===== src/ecphs_regs.vh =====
// Constants for the ECP host-side parallel handshake block.
// Assumes inclusion by the design files of this block only.
`ifndef ECPHS_REGS_VH
`define ECPHS_REGS_VH
// Engine states
`define ECPHS_ST_IDLE 3'h0
`define ECPHS_ST_FWD_SET 3'h1
`define ECPHS_ST_FWD_BUSY 3'h2
`define ECPHS_ST_FWD_DONE 3'h3
`define ECPHS_ST_REV_REQ 3'h4
`define ECPHS_ST_REV_WAIT 3'h5
`define ECPHS_ST_REV_ACK 3'h6
`define ECPHS_ST_REV_END 3'h7
// Data setup time before the forward select goes active, ns
`define ECPHS_SETUP_NS 50
`define ECPHS_CLK_NS 10
`define ECPHS_SETUP_CYC ((`ECPHS_SETUP_NS + `ECPHS_CLK_NS - 1) / `ECPHS_CLK_NS)
`define ECPHS_SYNC_W 4
`endif


===== src/ecphs_host.v =====
// ECP host handshake engine driving the parallel port pins.
// Assumes pins resolved outside from output enables; one 100 MHz clock.
`timescale 1ns/1ps
`default_nettype none
`include "ecphs_regs.vh"
module ecphs_host (
    input wire ref_clk,
    input wire rst_n,
    input wire ecp_mode_en,
    input wire fwd_valid,
    input wire [7:0] fwd_byte,
    input wire fwd_is_cmd,
    output reg fwd_ready,
    input wire rev_enable,
    output reg [7:0] rev_byte,
    output reg rev_valid,
    output reg sel_ind,
    input wire [7:0] pd_in,
    output reg [7:0] pd_out,
    output reg pd_oe,
    output reg forward_select_line_n,
    output reg host_strobe_line,
    output reg host_feed_line_n,
    output reg rev_request_n,
    input wire busy_line,
    input wire ack_line_n,
    input wire error_status_line_n,
    input wire select_indicator
);
    ////////////////////////////////////////////////////////////////////
    // Input synchronisers
    localparam integer SETUP_LAST_I = `ECPHS_SETUP_CYC - 1;
    wire [3:0] setup_last = SETUP_LAST_I[3:0];
    wire [`ECPHS_SYNC_W-1:0] sync_w;
    reg [7:0] pd_meta_q;
    reg [7:0] pd_sync_q;
    reg [2:0] st_q;
    reg [3:0] cnt_q;
    wire busy_s = sync_w[0];
    wire ack_n_s = sync_w[1];
    wire err_n_s = sync_w[2];
    wire sel_s = sync_w[3];
    ecphs_sync u_sync (
        .ref_clk(ref_clk),
        .rst_n(rst_n),
        .async_in({select_indicator, error_status_line_n, ack_line_n,
                   busy_line}),
        .rst_val(4'hF),
        .sync_out(sync_w)
    );
    // Data pins, one pair of flops per bit
    genvar b;
    generate
        for (b = 0; b < 8; b = b + 1) begin : g_pd
            always @(posedge ref_clk or negedge rst_n) begin
                if (!rst_n) begin
                    pd_meta_q[b] <= 1'b0;
                    pd_sync_q[b] <= 1'b0;
                end else begin
                    pd_meta_q[b] <= pd_in[b];
                    pd_sync_q[b] <= pd_meta_q[b];
                end
            end
        end
    endgenerate

    ////////////////////////////////////////////////////////////////////
    // Status pins
    // Strobe tracks the mode level through one register, a cycle later
    always @(posedge ref_clk or negedge rst_n) begin
        if (!rst_n) begin
            sel_ind <= 1'b0;
            host_strobe_line <= 1'b0;
        end else begin
            sel_ind <= sel_s;
            host_strobe_line <= ecp_mode_en;
        end
    end

    ////////////////////////////////////////////////////////////////////
    // Forward setup timer
    // Saturates so a long busy stall cannot wrap it
    wire setup_done = (cnt_q == setup_last);
    always @(posedge ref_clk or negedge rst_n) begin
        if (!rst_n) begin
            cnt_q <= 4'h0;
        end else if (st_q != `ECPHS_ST_FWD_SET) begin
            cnt_q <= 4'h0;
        end else if (!setup_done) begin
            cnt_q <= cnt_q + 4'h1;
        end
    end

    ////////////////////////////////////////////////////////////////////
    // Forward completion
    // One-cycle pulse once busy is seen low again
    wire fwd_done = (st_q == `ECPHS_ST_FWD_DONE) && !busy_s;
    always @(posedge ref_clk or negedge rst_n) begin
        if (!rst_n) begin
            fwd_ready <= 1'b0;
        end else begin
            fwd_ready <= fwd_done;
        end
    end

    ////////////////////////////////////////////////////////////////////
    // Reverse capture
    // Byte is taken from the synchronised pins when ack is seen low
    wire rev_take = (st_q == `ECPHS_ST_REV_WAIT) && rev_enable &&
                    ecp_mode_en && !ack_n_s;
    always @(posedge ref_clk or negedge rst_n) begin
        if (!rst_n) begin
            rev_byte <= 8'h00;
            rev_valid <= 1'b0;
        end else begin
            rev_valid <= rev_take;
            if (rev_take) begin
                rev_byte <= pd_sync_q;
            end
        end
    end

    ////////////////////////////////////////////////////////////////////
    // Handshake engine
    always @(posedge ref_clk or negedge rst_n) begin
        if (!rst_n) begin
            st_q <= `ECPHS_ST_IDLE;
            pd_out <= 8'h00;
            pd_oe <= 1'b0;
            forward_select_line_n <= 1'b1;
            host_feed_line_n <= 1'b1;
            rev_request_n <= 1'b1;
        end else begin
            case (st_q)
                `ECPHS_ST_IDLE: begin
                    forward_select_line_n <= 1'b1;
                    host_feed_line_n <= 1'b1;
                    if (ecp_mode_en && rev_enable) begin
                        pd_oe <= 1'b0;
                        rev_request_n <= 1'b0;
                        st_q <= `ECPHS_ST_REV_REQ;
                    end else if (ecp_mode_en && fwd_valid && !fwd_ready) begin
                        // Guard keeps a held request from a second take
                        pd_out <= fwd_byte;
                        pd_oe <= 1'b1;
                        host_feed_line_n <= ~fwd_is_cmd;
                        st_q <= `ECPHS_ST_FWD_SET;
                    end else begin
                        pd_oe <= ecp_mode_en;
                    end
                end
                // Data held while setup runs
                `ECPHS_ST_FWD_SET: begin
                    if (setup_done && !busy_s) begin
                        forward_select_line_n <= 1'b0;
                        st_q <= `ECPHS_ST_FWD_BUSY;
                    end
                end
                `ECPHS_ST_FWD_BUSY: begin
                    if (busy_s) begin
                        forward_select_line_n <= 1'b1;
                        st_q <= `ECPHS_ST_FWD_DONE;
                    end
                end
                `ECPHS_ST_FWD_DONE: begin
                    if (fwd_done) begin
                        st_q <= `ECPHS_ST_IDLE;
                    end
                end
                `ECPHS_ST_REV_REQ: begin
                    if (!err_n_s) begin
                        st_q <= `ECPHS_ST_REV_WAIT;
                    end else if (!rev_enable) begin
                        rev_request_n <= 1'b1;
                        st_q <= `ECPHS_ST_REV_END;
                    end
                end
                `ECPHS_ST_REV_WAIT: begin
                    if (!rev_enable || !ecp_mode_en) begin
                        host_feed_line_n <= 1'b1;
                        rev_request_n <= 1'b1;
                        st_q <= `ECPHS_ST_REV_END;
                    end else begin
                        host_feed_line_n <= 1'b0;
                        if (!ack_n_s) begin
                            host_feed_line_n <= 1'b1;
                            st_q <= `ECPHS_ST_REV_ACK;
                        end
                    end
                end
                `ECPHS_ST_REV_ACK: begin
                    if (ack_n_s) begin
                        st_q <= `ECPHS_ST_REV_WAIT;
                    end
                end
                `ECPHS_ST_REV_END: begin
                    if (err_n_s) begin
                        st_q <= `ECPHS_ST_IDLE;
                    end
                end
                default: begin
                    st_q <= `ECPHS_ST_IDLE;
                end
            endcase
        end
    end
endmodule // ecphs_host
`default_nettype wire


===== src/ecphs_sync.v =====
// Two-flop synchronisers for the peripheral-driven pins.
// Assumes asynchronous pin inputs and one clock ref_clk.
`timescale 1ns/1ps
`default_nettype none
`include "ecphs_regs.vh"
module ecphs_sync (
    input wire ref_clk,
    input wire rst_n,
    input wire [`ECPHS_SYNC_W-1:0] async_in,
    input wire [`ECPHS_SYNC_W-1:0] rst_val,
    output wire [`ECPHS_SYNC_W-1:0] sync_out
);
    reg [`ECPHS_SYNC_W-1:0] meta_q;
    reg [`ECPHS_SYNC_W-1:0] sync_q;
    genvar i;
    generate
        for (i = 0; i < `ECPHS_SYNC_W; i = i + 1) begin : g_bit
            always @(posedge ref_clk or negedge rst_n) begin
                if (!rst_n) begin
                    meta_q[i] <= 1'b1;
                    sync_q[i] <= 1'b1;
                end else begin
                    meta_q[i] <= async_in[i];
                    sync_q[i] <= meta_q[i];
                end
            end
        end
    endgenerate
    assign sync_out = sync_q;
endmodule // ecphs_sync
`default_nettype wire


===== config.mk =====
export PLATFORM = sky130hd
export DESIGN_NAME = ecphs_host
export DESIGN_NICKNAME = d
export VERILOG_FILES = /design/src/ecphs_host.v /design/src/ecphs_sync.v
export VERILOG_INCLUDE_DIRS = /design/src
export SDC_FILE = /design/constraint.sdc
export NUM_CORES = 1
export LEC_CHECK = 0
export ABC_AREA = 1
export BUFFER_PORTS_ARGS = -buffer_cell sky130_fd_sc_hd__buf_2
export CAP_MARGIN = 20
export CORE_ASPECT_RATIO = 1.25
export CORE_MARGIN = 1.5
export CORE_UTILIZATION = 45
export DETAILED_ROUTE_END_ITERATION = 8
export MAX_ROUTING_LAYER = met4
export PLACE_DENSITY = 0.79
export SLEW_MARGIN = 30
export SYNTH_ARGS = -nofsm -noshare
export SYNTH_HDL_FRONTEND = slang
export SYNTH_SLANG_ARGS = --single-unit

===== constraint.sdc =====
create_clock -name ref_clk -period 1.57 [get_ports ref_clk]
set_clock_uncertainty 0.15 [all_clocks]
set_input_delay 0.157 -clock ref_clk [delete_from_list [all_inputs] [get_ports ref_clk]]
set_output_delay 0.157 -clock ref_clk [all_outputs]
set_load 0.01 [all_outputs]

Word-level counts from Yosys, hierarchy flattened
Index checks and enable logic that the tools add are counted.
{ "totals": {"reg_bits": 55, "output_inout_bits": 24} }
{ "op_classes": {"addsub": 1, "eq_ne": 22, "muxes": 29, "n_bitwise": 2, "n_reduce_logical": 22} }
{ "op_table": {"columns": ["operator", "count"], "rows": [
  ["2-to-1 mux 3 bit", 11],
  ["one-hot mux 3 bit (8 select lines)", 1],
  ["== test 3 bit (second input constant)", 4],
  ["2-to-1 mux 1 bit", 12],
  ["inequality test 2 x 1 -> 1 bit (second input constant)", 6],
  ["inequality test 3 bit (second input constant)", 3],
  ["logical AND 1 bit", 8],
  ["2-to-1 mux 4 bit", 2],
  ["inequality test 2 bit (second input constant)", 4],
  ["AND reduction 8 bit", 1],
  ["== test 3 x 2 -> 1 bit (second input constant)", 2],
  ["one-hot mux 1 bit (3 select lines)", 2],
  ["AND reduction 3 bit", 2],
  ["nonzero test 3 bit", 2],
  ["zero test 1 bit", 5],
  ["AND reduction 5 bit", 1],
  ["adder 4 x 1 -> 4 bit (second input constant)", 1],
  ["== test 4 x 3 -> 1 bit (second input constant)", 1],
  ["== test 3 x 1 -> 1 bit (second input constant)", 1],
  ["zero test 3 bit", 1],
  ["inequality test 3 x 1 -> 1 bit (second input constant)", 1],
  ["inverter 1 bit", 2],
  ["one-hot mux 1 bit (2 select lines)", 1],
  ["nonzero test 2 bit", 1],
  ["logical OR 1 bit", 1]
]} }

Longest topological paths before layout
Gate-level depths: netlist of the first run.
{ "depth": {"word_depth": 5, "ltp_mapped": 11} }

Cells and area by module
A second synthesis of the first run with hierarchy kept.
{ "hier_totals": {"cells_unflattened": 209, "hier_area_um2": 2097.0} }
{ "modules_own_cells": {"columns": ["module", "n_inst", "cells_each", "area_per_inst_um2"], "rows": [
  ["ecphs_host", 1, 201, 1886.8],
  ["ecphs_sync", 1, 8, 210.2]
]} }

Worst setup path after synthesis of the first run
OpenSTA, ideal clock, no wires.
{ "synth_timing": {"path_type": "register to register", "startpoint": "register cnt_q[0]", "endpoint": "register st_q[1]", "arrival_time_ns": 1.272, "required_time_ns": 1.303, "slack_ns": 0.031, "stages_incl_launch_ff": 12, "path_buffers": 0, "synth_period_minus_slack_ns": 1.539, "path_cell_list": "dfrtp_1 > inv_1 > ha_1 > nand2_1 > nor2_1 > nand2_1 > nand2_1 > nand2_1 > nor2_2 > nand2_1 > nand2_1 > nand2_1"} }
{ "synth_via": {"elab_chain_cells": 4} }
{ "synth_lines": {"columns": ["element", "line_no", "source"], "rows": [
  ["start: declaration", "ecphs_host.v:38", "reg [3:0] cnt_q;"],
  ["start signal: assignment", "ecphs_host.v:90", "cnt_q <= cnt_q + 4'h1;"],
  ["== test 4 x 3 -> 1 bit", "ecphs_host.v:83", "wire setup_done = (cnt_q == setup_last);"],
  ["logical AND 1 bit", "ecphs_host.v:154", "if (setup_done && !busy_s) begin"],
  ["inequality test 2 bit (no line)", null, null],
  ["AND reduction 8 bit (no line)", null, null],
  ["end signal: assignment", "ecphs_host.v:156", "st_q <= `ECPHS_ST_FWD_BUSY;"],
  ["end signal: assignment", "ecphs_host.v:162", "st_q <= `ECPHS_ST_FWD_DONE;"],
  ["end signal: assignment", "ecphs_host.v:167", "st_q <= `ECPHS_ST_IDLE;"],
  ["end: declaration", "ecphs_host.v:37", "reg [2:0] st_q;"]
]} }
No other way between the ends.
A chain may end at the register's enable or synchronous reset.

Worst setup path after layout of the first run
{ "layout_timing": {"startpoint": "register st_q[0]", "endpoint": "register st_q[1]"} }
{ "layout_via": {"elab_chain_cells": 4, "word_cells_on_any_way": 19} }
{ "layout_lines": {"columns": ["element", "line_no", "source"], "rows": [
  ["start signal: assignment", "ecphs_host.v:127", "st_q <= `ECPHS_ST_IDLE;"],
  ["start signal: assignment", "ecphs_host.v:141", "st_q <= `ECPHS_ST_REV_REQ;"],
  ["start signal: assignment", "ecphs_host.v:147", "st_q <= `ECPHS_ST_FWD_SET;"],
  ["== test 3 x 2 -> 1 bit", "ecphs_host.v:134", "case (st_q)"],
  ["logical AND 1 bit", "ecphs_host.v:97", "wire fwd_done = (st_q == `ECPHS_ST_FWD_DONE) && !busy_s;"],
  ["inequality test 2 bit (no line)", null, null],
  ["AND reduction 8 bit (no line)", null, null]
]} }
Parallel ways exist; a longest one is shown, timed or not.

==> results.yml, run 1 <==
clock_network:
  clock_latency_ns: 0.31
  h-tree-depth: 2
  clock-sinks: 55
  cts_buffers: 5
  clkTransAtPathRegs_ns: 0.11
  cts_tree: "done"
  cts_buffer_depth: 2
  cts_root_buf: "clkbuf_8"
sta:
  relSlewSlack_pct: 67.9
  rsz0062_at_grt: "true"
  tightestPinTransition_ns: 0.477
  maxClockFrequency_mhz: 588
  whs_ns: 0.151
  fin_crit_ns: 1.70
  drv_slew: 0
  fin_crit_sh_pct: 108
  fin_ws_ns: -0.132
  hold_violations: 0
  setup_viol: 4
global_route:
  grt_pass1_wl_mm: 7.00
  first_global_vias: 1619
  antenna_found_initial: 0
  grt.total_usage_pct: 18.6
  gr-total-overflow: 0
  grt_max_degree: 56
synth:
  syn_inst: 203
  ys_seq_elements: 55
  syn_nets: 231
  synth.top_cells.by_area: "dfrtp_1 (52%), dfstp_2 (14%), nand2_1 (12%)"
  synth_top_family_by_area: "simple AND/OR/NAND/NOR gates"
  synthSimpleGateAreaFrac_pct: 23.2
  synth-adder-area-share_pct: 1.18
  synth.mux.area_fraction_pct: 0
  yosysTopAreaCell: "dfrtp_1"
  ys.warnings.count: 0
  syn_area_sq_um: 2120
  synth_compound_area_share_pct: 4.96
  netlist.area_leader.share_pct: 52.0
  ys_seq_area_share_pct: 65.6
  synth-xor-area-share_pct: 0.413
  avgSynthCellArea_sq_um: 10.4
  synth_cell_type_count: 25
final_layout:
  layout_common_cells: "nand2_1 (54), buf_2 (49), dfrtp_1 (42)"
  drive_above_1_share_pct: 46.1
  diodes: 0
  layout_commonest_cell: "nand2_1"
  regArea_sq_um: 1390
  multi_input_area_sq_um: 762
  fillCellCount: 344
  nets: 335
  syn_to_final_growth_pct: 46.2
  final_util_pct: 69.4
power_and_ir_drop:
  p_seq_share_pct: 40.2
  p_sw_mw: 1.82
  switching_share_pct: 37.2
  clockPowerShare_pct: 16.7
  comb_power_share_pct: 43.1
  internal-power_mw: 3.06
  powerDensity_nw_per_um2: 1580
  ir_worst_vdd_mv: 0.858
  p_leak_nw: 1.59
die:
  fp.dieH_microns: 79.7
  io_pins: 50
  die_x_microns: 64.4
  core_area_sq_um: 4460
  std_cell_rows: 27
  start_util_pct: 47.5
  die_area_sq_um: 5130
route:
  wl_per_cell_microns: 12.8
  via_count: 1755
  first_iter_violations: 59
  drtPass1Iterations: 4
  drc_errors: 0
  antenna_left: 0
  totalWireLength_mm: 4.69
  via_per_inst: 4.80
critical_path:
  worst_ep_required_time_ns: 1.64
  reg2reg_from: "st_q[0]"
  r2r_slack_ns: -0.13
  path_class: "reg -> reg"
  r2r_end: "st_q[1]"
  worstSetupStartpointType: "flop"
  ff2ff_path_depth: 7
  critPathMaxFanout: 7
  crit_arrival_ns: 1.77
  crit_path_end_kind: "flop"
placed_design:
  portBuffers: 49
  gp_congestion: 0.868
  dp_hpwl_mm: 2.71
worst_hold_path:
  hp-start: "fwd_valid"
  hold_path_class: "in -> reg"
  min_to: "host_feed_line_n"
  hold_depth: 6
status:
  status: "finished, violations left"
  violations: "setup timing"
job:
  max_cap_viol_count: 0
[worst max-delay path: stages, from the launching register on]
cell,delay (ns)
dfrtp_2,0.48
inv_1,0.09
nand3_1,0.11
o21ai_0,0.42
nor2_4,0.09
buf_4,0.15
nand3_1,0.05
nand2_1,0.05
[cell type report]
type	instances	share of cell area (%)
flip-flops and latches	55	45.0
multi-input cells	131	24.6
repair buffers	97	22.3
inverters	16	2.42
well taps	58	2.34
clock buffers	5	2.22
clock inverters	3	0.889
repair inverters	1	0.283
[power groups by stage]
stage / logic, mW / registers (mW) / clock network [mW]
after CTS: 1.71 / 1.95 / 0.829
final: 2.10 / 1.96 / 0.817
after global placement: 1.52 / 1.96 / 0
after detailed placement: 1.56 / 1.97 / 0
after global routing: 2.32 / 2.00 / 0.894
after floorplan: 0.814 / 2.03 / 0
[layer usage]
metal  track usage [%]  vias to the layer above  part of all wire, %
met5                 -                        -                    0
met4              8.94                        0                  2.3
met3              3.53                       11                  4.2
met2              32.8                       55                   56
met1              20.1                      837                   38
li1                  -                      852                    -
[stage by stage]
stage          setup TNS (ns)  cell area, sq um  total power [mW]  std cells  setup slack (ns)
2_1_floorplan               0              2120              2.84        203            0.0312
3_3_place_gp          -0.0723              2530              3.48        322           -0.0267
3_5_place_dp           -0.283              2530              3.52        322           -0.0327
4_1_cts               -0.0640              2910              4.49        356           -0.0232
5_1_grt                -0.884              3100              5.21        366            -0.192
6_report               -0.368              3100              4.88        366            -0.132
[sequential cells by signal, summed over array words and instances, names as in the netlist, 3 cells and up]
register and cells:
cnt_q 4, pd_sync_q 8, st_q 3, pd_out 8, rev_byte 8, u_sync.meta_q 4
pd_meta_q 8, u_sync.sync_out 4
[timing repair]
action	CTS	global route
setup endpoints to repair	20	24
pin swaps	4	14
endpoints found under the hold margin	78	0
gates cloned	0	3
resized for setup	9	36
hold buffers	24	0
buffers inserted	2	7
[Yosys cell counts]
master    instances
inv_2             2
nand3_4           1
clkinv_8          1
or2_1             1
ha_1              2
buf_6             1
nand3b_1          1
dfrtp_1          44
nand2_1          65
o211ai_1          1
nand2_2          10
inv_1            13
nor2_4            2
nor3_1            1
nand2_4           1
nor2_1            9
nor2_2            2
nand4_1           2
o21ai_0          16
nand3_1          11
xnor2_1           1
o31ai_1           1
a21oi_1           2
dfstp_2          11
buf_4             2
[cell families after synthesis]
| kind of cell | count (synthesis) |
|---|---|
| DFF | 55 |
| AOI/OAI and AO/OA | 20 |
| and+or+nand+nor | 106 |
| adders and majority gates | 2 |
| xor gates and xnor gates | 1 |
| buffers and inverters | 19 |
[how the worst max path moves through the flow]
stage               endpoint      from  cells after the start
global placement     st_q[2]  cnt_q[0]                     11
finish               st_q[1]   st_q[0]                      7
global route         st_q[1]   st_q[0]                      7
floorplan            st_q[1]  cnt_q[0]                     11
CTS                  st_q[2]  cnt_q[0]                     11
detailed placement   st_q[1]  cnt_q[0]                     11
Note: power is estimated with default switching activity, not from simulation.
==> inputs of run 2 (changes only) <==
--- a/config.mk
+++ b/config.mk
@@ -9,12 +9,14 @@
 export ABC_AREA = 1
 export BUFFER_PORTS_ARGS = -buffer_cell sky130_fd_sc_hd__buf_2
 export CAP_MARGIN = 20
+export CELL_PAD_IN_SITES_DETAIL_PLACEMENT = 1
+export CELL_PAD_IN_SITES_GLOBAL_PLACEMENT = 2
 export CORE_ASPECT_RATIO = 1.25
 export CORE_MARGIN = 1.5
-export CORE_UTILIZATION = 45
+export CORE_UTILIZATION = 29
 export DETAILED_ROUTE_END_ITERATION = 8
 export MAX_ROUTING_LAYER = met4
-export PLACE_DENSITY = 0.79
+export PLACE_DENSITY = 0.81
 export SLEW_MARGIN = 30
 export SYNTH_ARGS = -nofsm -noshare
 export SYNTH_HDL_FRONTEND = slang
==> results.yml, run 2 (synthesized netlist as in run 1, its figures left out) <==
power_and_ir_drop:
  p_sw_mw: 1.73
  switching_share_pct: 36.9
  ir_worst_vdd_mv: 0.599
  p_leak_nw: 1.53
  internal-power_mw: 2.96
  comb_power_share_pct: 41.7
  clockPowerShare_pct: 17.0
  powerDensity_nw_per_um2: 1540
  p_seq_share_pct: 41.3
clock_network:
  clock_latency_ns: 0.31
  cts_buffers: 5
  h-tree-depth: 2
  cts_tree: "done"
  clkTransAtPathRegs_ns: 0.10
  cts_buffer_depth: 2
  clock-sinks: 55
  cts_root_buf: "clkbuf_8"
die:
  die_area_sq_um: 7830
  core_area_sq_um: 7020
  io_pins: 50
  fp.dieH_microns: 98.6
  die_x_microns: 79.4
  start_util_pct: 30.2
  std_cell_rows: 34
sta:
  drv_slew: 0
  hold_violations: 0
  fin_ws_ns: 0.00521
  setup_viol: 0
  maxClockFrequency_mhz: 639
  fin_crit_sh_pct: 99.7
  whs_ns: 0.170
  rsz0062_at_grt: "true"
  fin_crit_ns: 1.56
  tightestPinTransition_ns: 0.302
  relSlewSlack_pct: 79.8
final_layout:
  fin_area_sq_um: 3040
  drive_above_1_share_pct: 41.9
  layout_commonest_cell: "nand2_1"
  fillCellCount: 819
  diodes: 0
  regArea_sq_um: 1390
  multi_input_area_sq_um: 704
  syn_to_final_growth_pct: 43.4
  layout_common_cells: "nand2_1 (61), buf_2 (48), dfrtp_1 (42)"
  final_util_pct: 43.3
  nets: 330
critical_path:
  reg2reg_from: "cnt_q[1]"
  crit_path_end_kind: "flop"
  crit_path_frequent_cell: "nand2_1"
  crit_arrival_ns: 1.62
  crit_chain: "inv_2 > ha_4 > nand2_2 > nor2_2 > nand2_1 > nand2_1 > nand2_2 > nor2_4 > nand2_2 > nand2_1 > nand2_1"
  critPathMaxFanout: 3
  r2r_slack_ns: 0.005
  r2r_end: "st_q[0]"
  cpPeakStageDelay_ns: 0.40
  path_class: "reg -> reg"
  ff2ff_path_depth: 11
  worst_ep_required_time_ns: 1.63
  slowest_stage: "dfrtp_1"
  worstSetupStartpointType: "flop"
route:
  totalWireLength_mm: 5.02
  via_per_inst: 4.44
  first_iter_violations: 49
  via_count: 1746
  drtPass1Iterations: 4
  drc_errors: 0
  wl_per_cell_microns: 12.8
  antenna_left: 0
worst_hold_path:
  min_to: "host_feed_line_n"
  hp-start: "ecp_mode_en"
  hold_depth: 5
  hold_path_class: "in -> reg"
placed_design:
  place_area_sq_um: 2580
  portBuffers: 49
  gp_congestion: 0.822
  place_ws_ns: -0.0903
  dp_hpwl_mm: 3.34
status:
  status: "completed"
global_route:
  gr-total-overflow: 0
  antenna_found_initial: 0
  grt.total_usage_pct: 14.1
  grt_pass1_wl_mm: 8.14
  first_global_vias: 1808
  grt_max_degree: 56
job:
  max_cap_viol_count: 0
-- run 2: worst max-delay path by stage --
stage | start | end | slack [ns] | depth (start not counted)
finish | cnt_q[1] | st_q[0] | 0.005 | 11
global route | cnt_q[1] | st_q[2] | -0.11 | 11
CTS | cnt_q[1] | st_q[2] | -0.003 | 11
detailed placement | st_q[0] | st_q[2] | -0.09 | 9
global placement | st_q[2] | rev_byte[6] | -0.04 | 7
floorplan | cnt_q[0] | st_q[1] | 0.03 | 11
-- run 2: timing repair --
action / in CTS / in global routing
gates cloned: 0 / 1
hold endpoints to repair: 78 / 0
endpoints found under the setup margin: 20 / 24
hold buffers: 24 / 0
buffers inserted: 1 / 4
pin swaps: 2 / 10
gates resized for setup: 7 / 21
-- run 2: routing by layer --
layer / vias up / global-route usage (%) / share of wire (%)
li1: 839 / - / -
met1: 856 / 15.2 / 40
met2: 41 / 24.8 / 54
met3: 10 / 2.59 / 3.3
met4: 0 / 6.07 / 2.3
met5: - / - / 0
-- run 2: final cells by class --
type / count / share of cell area, %
clock buffer: 5 / 2.27
clock inverter: 3 / 0.783
tap: 90 / 3.71
sequential: 55 / 45.9
inverter: 16 / 2.39
multi-input combinational: 130 / 23.2
timing repair buffer: 94 / 21.8
-- run 2: through the flow --
stage	total power, mW	std cells	TNS, ns
4_1_cts	4.52	388	-0.00280
5_1_grt	5.06	393	-0.504
3_3_place_gp	3.55	355	-0.420
2_1_floorplan	2.84	203	0
6_report	4.68	393	0
3_5_place_dp	3.60	355	-0.958
-- run 2: power groups by stage --
stage | Sequential, mW | Combinational [mW] | Clock [mW]
CTS | 1.95 | 1.73 | 0.844
floorplan | 2.03 | 0.814 | 0
global placement | 1.96 | 1.59 | 0
finish | 1.94 | 1.95 | 0.795
detailed placement | 1.96 | 1.64 | 0
global route | 1.98 | 2.19 | 0.890
-- run 2: critical path, delay by kind of cell, from the launching register on --
family | cells | cell delay (ns)
DFF | 1 | 0.40
adders and majority gates | 1 | 0.13
and+or+nand+nor | 9 | 0.70
buffers and inverters | 1 | 0.09
